<file path="config.mk">
export PLATFORM = sky130hd
export DESIGN_NAME = ecpm_timer
export DESIGN_NICKNAME = d
export VERILOG_FILES = /design/src/shared/ecpm_pkg.sv /design/src/rtl/ecpm_prescale.sv /design/src/rtl/ecpm_timer.sv
export SDC_FILE = /design/constraint.sdc
export NUM_CORES = 1
export LEC_CHECK = 0
export BUFFER_PORTS_ARGS = -buffer_cell sky130_fd_sc_hd__buf_2
export CORE_MARGIN = 2
export CORE_UTILIZATION = 55
export DETAILED_ROUTE_END_ITERATION = 8
export PLACE_DENSITY = 0.86
export SYNTH_ARGS = -nofsm -noshare
export SYNTH_HDL_FRONTEND = slang
export SYNTH_HIERARCHICAL = 1
export SYNTH_SLANG_ARGS = --single-unit
export TNS_END_PERCENT = 20
</file>
<file path="constraint.sdc">
create_clock -name clock_i -period 2.5 [get_ports clock_i]
set_input_delay 0.5 -clock clock_i [delete_from_list [all_inputs] [get_ports clock_i]]
set_output_delay 0.5 -clock clock_i [all_outputs]
set_load 0.01 [all_outputs]
</file>
<file path="src/shared/ecpm_pkg.sv">
`default_nettype none
package ecpm_pkg;
  // ---------------------------------------------------------------
  // register map
  // ---------------------------------------------------------------
  localparam logic [4:0] ADDR_CTRL  = 5'h00;
  localparam logic [4:0] ADDR_MODE  = 5'h04;
  localparam logic [4:0] ADDR_TIMER = 5'h08;
  localparam logic [4:0] ADDR_IRQ   = 5'h0C;
  // ---------------------------------------------------------------
  // field positions
  // ---------------------------------------------------------------
  localparam int CTRL_START_BIT = 0;
  localparam int MODE_OP_LSB    = 0;
  localparam int MODE_EDGE_LSB  = 2;
  localparam int MODE_OVF_BIT   = 5;
  localparam int MODE_SRC_LSB   = 6;
  localparam int IRQ_REQ_BIT    = 0;
  // ---------------------------------------------------------------
  // encodings
  // ---------------------------------------------------------------
  localparam logic [1:0] OP_EVENT   = 2'h1;
  localparam logic [1:0] OP_MEASURE = 2'h2;
  localparam logic [1:0] EDGE_FALL  = 2'h0;
  localparam logic [1:0] EDGE_RISE  = 2'h1;
  localparam logic [1:0] EDGE_BOTH  = 2'h2;
  localparam logic [1:0] SRC_DIV2   = 2'h0;
  localparam logic [1:0] SRC_DIV16  = 2'h1;
  localparam logic [1:0] SRC_DIV64  = 2'h2;
  localparam logic [1:0] SRC_DIV512 = 2'h3;
  localparam logic [8:0] MASK_DIV2   = 9'h001;
  localparam logic [8:0] MASK_DIV16  = 9'h00F;
  localparam logic [8:0] MASK_DIV64  = 9'h03F;
  localparam logic [8:0] MASK_DIV512 = 9'h1FF;
  localparam int MEAS_CHANNELS = 2;
  // ---------------------------------------------------------------
  // reset values and the all-ones count
  // ---------------------------------------------------------------
  localparam logic [15:0] TIMER_RST = 16'h0000;
  localparam logic [7:0]  MODE_RST  = 8'h01;
  localparam logic [15:0] ALL_ONES  = 16'hFFFF;
endpackage
`default_nettype wire

</file>
<file path="src/rtl/ecpm_prescale.sv">
`default_nettype none
module ecpm_prescale (
  // clock and reset
  input  wire logic       clock_i,
  input  wire logic       rst_n_i,
  // tap select
  input  wire logic [1:0] src_sel_i,
  // count source tick
  output logic            tick_o
);
  // ---------------------------------------------------------------
  // tap decode
  // ---------------------------------------------------------------
  function automatic logic [8:0] tap_mask(input logic [1:0] sel);
    case (sel)
      ecpm_pkg::SRC_DIV2:   tap_mask = ecpm_pkg::MASK_DIV2;
      ecpm_pkg::SRC_DIV16:  tap_mask = ecpm_pkg::MASK_DIV16;
      ecpm_pkg::SRC_DIV64:  tap_mask = ecpm_pkg::MASK_DIV64;
      default:              tap_mask = ecpm_pkg::MASK_DIV512;
    endcase
  endfunction

  logic [8:0] div_q;
  logic [8:0] div_d;
  logic       tick_q;
  logic       tick_d;

  always_comb begin
    div_d  = div_q + 9'h001;
    tick_d = ((div_q & tap_mask(src_sel_i)) == tap_mask(src_sel_i));
  end

  always_ff @(posedge clock_i or negedge rst_n_i) begin
    if (!rst_n_i) begin
      div_q  <= 9'h000;
      tick_q <= 1'b0;
    end else begin
      div_q  <= div_d;
      tick_q <= tick_d;
    end
  end

  assign tick_o = tick_q;
endmodule
`default_nettype wire

</file>
<file path="src/rtl/ecpm_timer.sv">
`default_nettype none
module ecpm_timer #(
  parameter int CHANNEL = 0
) (
  // clock and reset
  input  wire logic        clock_i,
  input  wire logic        rst_n_i,
  // avalon-mm slave
  input  wire logic [4:0]  avs_address_i,
  input  wire logic        avs_read_i,
  input  wire logic        avs_write_i,
  input  wire logic [31:0] avs_writedata_i,
  input  wire logic [3:0]  avs_byteenable_i,
  output logic [31:0]      avs_readdata_o,
  output logic             avs_waitrequest_o,
  // external event pin
  input  wire logic        ext_timer_input_i,
  // interrupt request bit and acceptance
  input  wire logic        irq_accept_i,
  output logic             irq_req_o,
  // status
  output logic             running_o
);
  // ---------------------------------------------------------------
  // constants
  // ---------------------------------------------------------------
  localparam logic MEAS_OK = (CHANNEL < ecpm_pkg::MEAS_CHANNELS);

  // ---------------------------------------------------------------
  // bus handshake
  // ---------------------------------------------------------------
  logic        wait_q;
  logic        wait_d;
  logic [31:0] rdata_q;
  logic [31:0] rdata_d;
  logic        req;
  logic        wr_go;
  logic        rd_go;

  assign req   = avs_read_i | avs_write_i;
  assign wr_go = avs_write_i & ~wait_q;
  assign rd_go = avs_read_i & wait_q;

  // ---------------------------------------------------------------
  // pin synchroniser and edge detect
  // ---------------------------------------------------------------
  logic pin_s1_q;
  logic pin_s2_q;
  logic pin_s3_q;
  logic pin_rise;
  logic pin_fall;

  always_ff @(posedge clock_i or negedge rst_n_i) begin
    if (!rst_n_i) begin
      pin_s1_q <= 1'b0;
      pin_s2_q <= 1'b0;
      pin_s3_q <= 1'b0;
    end else begin
      pin_s1_q <= ext_timer_input_i;
      pin_s2_q <= pin_s1_q;
      pin_s3_q <= pin_s2_q;
    end
  end

  assign pin_rise = pin_s2_q & ~pin_s3_q;
  assign pin_fall = ~pin_s2_q & pin_s3_q;

  // ---------------------------------------------------------------
  // control state
  // ---------------------------------------------------------------
  logic        start_q;
  logic        start_d;
  logic        start_prev_q;
  logic [7:0]  mode_q;
  logic [7:0]  mode_d;
  logic [15:0] cnt_q;
  logic [15:0] cnt_d;
  logic [15:0] reload_q;
  logic [15:0] reload_d;
  logic        irq_q;
  logic        irq_d;
  logic        ovf_q;
  logic        ovf_d;
  logic        ovf_clr_q;
  logic        ovf_clr_d;
  logic        first_q;
  logic        first_d;

  // ---------------------------------------------------------------
  // decode helpers
  // ---------------------------------------------------------------
  function automatic logic edge_hit(input logic [1:0] sel, input logic rise, input logic fall);
    case (sel)
      ecpm_pkg::EDGE_FALL: edge_hit = fall;
      ecpm_pkg::EDGE_RISE: edge_hit = rise;
      ecpm_pkg::EDGE_BOTH: edge_hit = rise | fall;
      default:             edge_hit = 1'b0;
    endcase
  endfunction

  function automatic logic [15:0] lane_merge(input logic [15:0] old, input logic [31:0] wd,
                                             input logic [3:0] be);
    lane_merge = old;
    if (be[0]) begin
      lane_merge[7:0] = wd[7:0];
    end
    if (be[1]) begin
      lane_merge[15:8] = wd[15:8];
    end
  endfunction

  logic [1:0] op_sel;
  logic [1:0] edge_sel;
  logic [1:0] src_sel;
  logic       ev_mode;
  logic       ms_mode;
  logic       valid_edge;
  logic       tick;
  logic       underflow;
  logic       start_rise;
  logic       wr_ctrl;
  logic       wr_mode;
  logic       wr_timer;
  logic       wr_irq;

  assign op_sel     = mode_q[ecpm_pkg::MODE_OP_LSB +: 2];
  assign edge_sel   = mode_q[ecpm_pkg::MODE_EDGE_LSB +: 2];
  assign src_sel    = mode_q[ecpm_pkg::MODE_SRC_LSB +: 2];
  assign ev_mode    = (op_sel == ecpm_pkg::OP_EVENT);
  assign ms_mode    = (op_sel == ecpm_pkg::OP_MEASURE) & MEAS_OK;
  assign valid_edge = start_q & edge_hit(edge_sel, pin_rise, pin_fall);
  assign underflow  = ev_mode & valid_edge & (cnt_q == 16'h0000);
  assign start_rise = start_q & ~start_prev_q;
  assign wr_ctrl    = wr_go & (avs_address_i == ecpm_pkg::ADDR_CTRL) & avs_byteenable_i[0];
  assign wr_mode    = wr_go & (avs_address_i == ecpm_pkg::ADDR_MODE) & avs_byteenable_i[0];
  assign wr_timer   = wr_go & (avs_address_i == ecpm_pkg::ADDR_TIMER);
  assign wr_irq     = wr_go & (avs_address_i == ecpm_pkg::ADDR_IRQ) & avs_byteenable_i[0];

  // ---------------------------------------------------------------
  // count source prescaler
  // ---------------------------------------------------------------
  ecpm_prescale u_prescale (
    .clock_i   (clock_i),
    .rst_n_i   (rst_n_i),
    .src_sel_i (src_sel),
    .tick_o    (tick)
  );

  // ---------------------------------------------------------------
  // next state
  // ---------------------------------------------------------------
  always_comb begin
    start_d   = start_q;
    mode_d    = mode_q;
    cnt_d     = cnt_q;
    reload_d  = reload_q;
    irq_d     = irq_q;
    ovf_d     = ovf_q;
    ovf_clr_d = ovf_clr_q;
    first_d   = first_q;
    // software side
    if (wr_ctrl) begin
      start_d = avs_writedata_i[ecpm_pkg::CTRL_START_BIT];
    end
    if (wr_mode) begin
      mode_d = avs_writedata_i[7:0];
      mode_d[ecpm_pkg::MODE_OVF_BIT] = 1'b0;
      if (start_q) begin
        ovf_clr_d = 1'b1;
      end
      if (ms_mode && (avs_writedata_i[ecpm_pkg::MODE_EDGE_LSB +: 2] != edge_sel)) begin
        irq_d = 1'b1;
      end
    end
    if (wr_timer && !ms_mode) begin
      reload_d = lane_merge(reload_q, avs_writedata_i, avs_byteenable_i);
      if (!start_q) begin
        cnt_d = lane_merge(cnt_q, avs_writedata_i, avs_byteenable_i);
      end
    end
    if (wr_irq && !avs_writedata_i[ecpm_pkg::IRQ_REQ_BIT]) begin
      irq_d = 1'b0;
    end
    if (wr_irq && avs_writedata_i[ecpm_pkg::IRQ_REQ_BIT]) begin
      irq_d = 1'b1;
    end
    if (irq_accept_i) begin
      irq_d = 1'b0;
    end
    if (start_rise) begin
      first_d = 1'b1;
    end
    // hardware side; sets placed last so they win over clears
    if (ev_mode && valid_edge) begin
      if (underflow) begin
        cnt_d = reload_q;
        irq_d = 1'b1;
      end else begin
        cnt_d = cnt_q - 16'h0001;
      end
    end
    if (ms_mode && start_q) begin
      if (tick && ovf_clr_q) begin
        ovf_d     = 1'b0;
        ovf_clr_d = 1'b0;
      end
      if (valid_edge) begin
        reload_d = cnt_q;
        cnt_d    = 16'h0000;
        first_d  = 1'b0;
        if (!first_q) begin
          irq_d = 1'b1;
        end
      end else if (tick) begin
        cnt_d = cnt_q + 16'h0001;
        if (cnt_q == ecpm_pkg::ALL_ONES) begin
          irq_d = 1'b1;
          ovf_d = 1'b1;
        end
      end
    end
  end

  always_ff @(posedge clock_i or negedge rst_n_i) begin
    if (!rst_n_i) begin
      start_q      <= 1'b0;
      start_prev_q <= 1'b0;
      mode_q       <= ecpm_pkg::MODE_RST;
      cnt_q        <= ecpm_pkg::TIMER_RST;
      reload_q     <= ecpm_pkg::TIMER_RST;
      irq_q        <= 1'b0;
      ovf_q        <= 1'b0;
      ovf_clr_q    <= 1'b0;
      first_q      <= 1'b0;
    end else begin
      start_q      <= start_d;
      start_prev_q <= start_q;
      mode_q       <= mode_d;
      cnt_q        <= cnt_d;
      reload_q     <= reload_d;
      irq_q        <= irq_d;
      ovf_q        <= ovf_d;
      ovf_clr_q    <= ovf_clr_d;
      first_q      <= first_d;
    end
  end

  // ---------------------------------------------------------------
  // read data and wait state
  // ---------------------------------------------------------------
  always_comb begin
    wait_d  = 1'b1;
    rdata_d = rdata_q;
    if (req && wait_q) begin
      wait_d = 1'b0;
    end
    if (rd_go) begin
      rdata_d = 32'h0000_0000;
      case (avs_address_i)
        ecpm_pkg::ADDR_CTRL: begin
          rdata_d[ecpm_pkg::CTRL_START_BIT] = start_q;
        end
        ecpm_pkg::ADDR_MODE: begin
          rdata_d[7:0] = mode_q;
          rdata_d[ecpm_pkg::MODE_OVF_BIT] = ovf_q;
        end
        ecpm_pkg::ADDR_TIMER: begin
          if (ms_mode) begin
            rdata_d[15:0] = reload_q;
          end else if (underflow) begin
            rdata_d[15:0] = ecpm_pkg::ALL_ONES;
          end else begin
            rdata_d[15:0] = cnt_q;
          end
        end
        ecpm_pkg::ADDR_IRQ: begin
          rdata_d[ecpm_pkg::IRQ_REQ_BIT] = irq_q;
        end
        default: begin
          rdata_d = 32'h0000_0000;
        end
      endcase
    end
  end

  always_ff @(posedge clock_i or negedge rst_n_i) begin
    if (!rst_n_i) begin
      wait_q  <= 1'b1;
      rdata_q <= 32'h0000_0000;
    end else begin
      wait_q  <= wait_d;
      rdata_q <= rdata_d;
    end
  end

  // ---------------------------------------------------------------
  // outputs
  // ---------------------------------------------------------------
  assign avs_readdata_o    = rdata_q;
  assign avs_waitrequest_o = wait_q;
  assign irq_req_o         = irq_q;
  assign running_o         = start_q;
endmodule
`default_nettype wire

</file>
==> results.md <==
- Share of cells above drive strength 1: 22.51%
- Final HPWL DP: 9.768 mm
- Static Leakage: 2.322 nW
- Wire per inst: 19.62 um
- Worst-path fanout max: 6
- CP Launch Type: flip-flop
- Ys async rst share: 100.0%
- Area growth syn-to-layout: 13.87%
- DRT antenna net count: 0
- Count of hold-fix buffers inserted at cts: 0
- CP Data Required Time: 2.70 ns
- Die height: 96.72 um
- CTS root buffer: clkbuf_8
- Via count: 4426
- Yosys warns: 6
- Synth Cell Area: 0.004728 mm2
- Gpl congestion: 1.017
- Post-synth EDFFs: 0
- Minimum clock period: 2.443 ns
- Final setup TNS: 0 ns
- Clk_skew: 0.01109 ns
- Slew @ Worst Pin: 0.5649 ns
- CTS Buffer Depth: 2
- Clock network power share: 29.6%
- Power per cell area: 608.3 mW/mm2
- Crit Path Class: flip-flop to flip-flop
- Reg2Reg Depth: 5
- Setup violations, final: 0
- I/O pin cnt: 82
- Synthesized flop and latch total: 75
- Nets: 630
- Initial antenna violation count: 0
- Highest routed layer: met4
- Row cnt: 33
- Max VDD drop: 0.3313 mV
- Post-route DRC: 0
- Slowest cell on crit path: or4_1
- CTS tree: built
- Cell variety after synth: 64
- Global-route wire length before repair: 21.99 mm
- Gate power share: 25.0%
- TritonRoute pass-1 iters: 5
- Overall routed net length: 13.48 mm
- Worst Setup End Kind: flip-flop
- Pin count of the biggest net entering global routing: 33
- Post-CTS setup buffers: 0
- Remaining global-route overflow: 0
- Synth Flop Type: dfrtp_1
- Worst-skew pair later-pin latency: 0.36 ns
- Number of global-route vias before repair: 4424
- Seq pwr share: 45.4%
- Avg Cell Area, Syn: 9.163 um2
- I/O Buffers: 47
- Status: finished, final reports clean
- Fin. max-slew vios: 0
- Slew HR: 62.34%
- Full die area: 0.009355 mm2
- Final hold viol count: 0
- R2R setup slack: 0.06 ns
- Met2 WL: 6.547 mm
- Period utilisation layout: 97.73%
- Max Clock Freq: 409.3 MHz
- Clk sink count: 75
- Die W: 96.72 um
- Ant diodes: 0
- Num CTS Buffers: 9
- Starting density of the core: 57.26%
- H-tree levels: 3
- Switching part of the total: 33.56%
- Core area: 0.008258 mm2
- Syn Inst Count: 516
- Crit-path max cell delay: 0.71 ns
- WL met3: 1.044 mm
- Setup crit start: cnt_q[3]
- Critical register-to-register path endpoint: cnt_q[13]
- WP data arrival: 2.64 ns
- GRT Total Usage: 28.96%
- Worst reg2reg startpoint: cnt_q[3]
- Metal-1 WL: 5.601 mm
- Worst hold margin: 0.08721 ns
- Clk slew on worst S/H paths: 0.09 ns
- RSZ-0062 raised after global routing: no
- Sw Pwr: 1.099 mW
- Drt via density: 6.443
- Cts repair resizes: 0
- Register area share after synthesis: 39.75%
- Max_cap viols: 0
- P_int: 2.176 mW
- CP Cell Sequence: or4_1 > nor4_4 > nand2_1 > o2111ai_1 > o221ai_1
- Hold WC Path Type: input pin to asynchronous set/reset pin
- DRT iter0 DRCs: 475
-- sequential cells by signal, summed over array words and instances, names as in the netlist, 7 cells and up --
| register | cells |
|---|---|
| reload_q | 16 |
| cnt_q | 16 |
| mode_q | 7 |
| u_prescale/div_q | 9 |
| avs_readdata_o | 16 |
-- cell families (layout without fill, tap and decap cells) --
group	after synthesis	in the layout	synth area share [%]
buf+inv	68	119	7.356
other cells	1	16	0.07931
compound gates	123	123	16.75
mux	43	43	9.421
simple gates	176	176	20.61
xor+xnor	24	24	4.446
fa+ha+maj	6	6	1.588
flops	75	75	39.75
-- power by group through the flow --
stage          logic, mW  registers [mW]  clock network, mW
4_1_cts            0.801            1.48              0.977
2_1_floorplan      0.612            1.43                  0
3_5_place_dp       0.795            1.50                  0
5_1_grt            0.891            1.50               1.02
6_report           0.817            1.49              0.970
3_3_place_gp       0.766            1.49                  0
-- critical path, delay by kind of cell, from the launching register on --
family / cells / cell delay (ns)
AO/OA/AOI/OAI: 2 / 0.44
flip-flops: 1 / 0.40
AND/OR/NAND/NOR: 3 / 1.45
-- cells in the final DEF (no fill, tap or decap), types with 9 or more instances in the layout --
| cell | count |
|---|---|
| xor2_1 | 12 |
| o21ai_0 | 51 |
| a21oi_1 | 13 |
| mux2_2 | 12 |
| buf_2 | 46 |
| nor3_1 | 31 |
| clkbuf_8 | 10 |
| inv_1 | 13 |
| buf_4 | 44 |
| dfrtp_1 | 73 |
| conb_1 | 16 |
| nand4_1 | 9 |
| nand3_1 | 15 |
| mux2i_1 | 31 |
| nand2_1 | 50 |
| nor2_1 | 19 |
| xnor2_1 | 12 |
-- cells in the mapped netlist, types with 13 or more instances --
cell / number / area (um2)
o21ai_0: 51 / 255.2
nand3_1: 15 / 75.07
dfrtp_1: 73 / 1827
clkbuf_1: 26 / 97.59
inv_1: 13 / 48.80
a21oi_1: 13 / 65.06
nor2_1: 20 / 75.07
nor3_1: 31 / 155.2
buf_4: 19 / 142.6
mux2i_1: 31 / 310.3
nand2_1: 50 / 187.7
-- worst max path at each step --
stage | endpoint | depth (start not counted) | slack, ns
floorplan | cnt_q[8] | 7 | 0.14
global placement | cnt_q[8] | 7 | 0.08
detailed placement | cnt_q[8] | 7 | 0.05
CTS | cnt_q[13] | 5 | 0.11
global route | cnt_q[13] | 5 | 0.05
finish | cnt_q[13] | 5 | 0.06
-- layer usage --
layer  global-route usage (%)  up-vias
li1                         -     1978
met1                    39.03     2162
met2                    47.44      260
met3                    3.685       26
met4                    12.03        0
met5                        0        -
-- layout make-up --
| class | count | area, um2 |
|---|---|---|
| Clock buffer | 11 | 141.4 |
| Clock inverter | 5 | 62.56 |
| Inverter | 13 | 48.80 |
| Sequential cell | 75 | 1879 |
| Tap cell | 105 | 131.4 |
| Multi-Input combinational cell | 388 | 2560 |
| Timing Repair Buffer | 90 | 560.5 |
| Fill cell | 682 | 2874 |
-- metrics by stage --
stage	setup WS [ns]	power, mW	area [um2]	cells	util, %
floorplan	0.1386	2.044	4785	531	-
global placement	0.07765	2.260	5180	671	62.73
detailed placement	0.05018	2.298	5180	671	62.73
CTS	0.1056	3.258	5384	687	65.20
global route	0.04635	3.416	5384	687	65.20
finish	0.05684	3.275	5384	687	65.20
No activity file was read; power rests on OpenSTA's default activity.
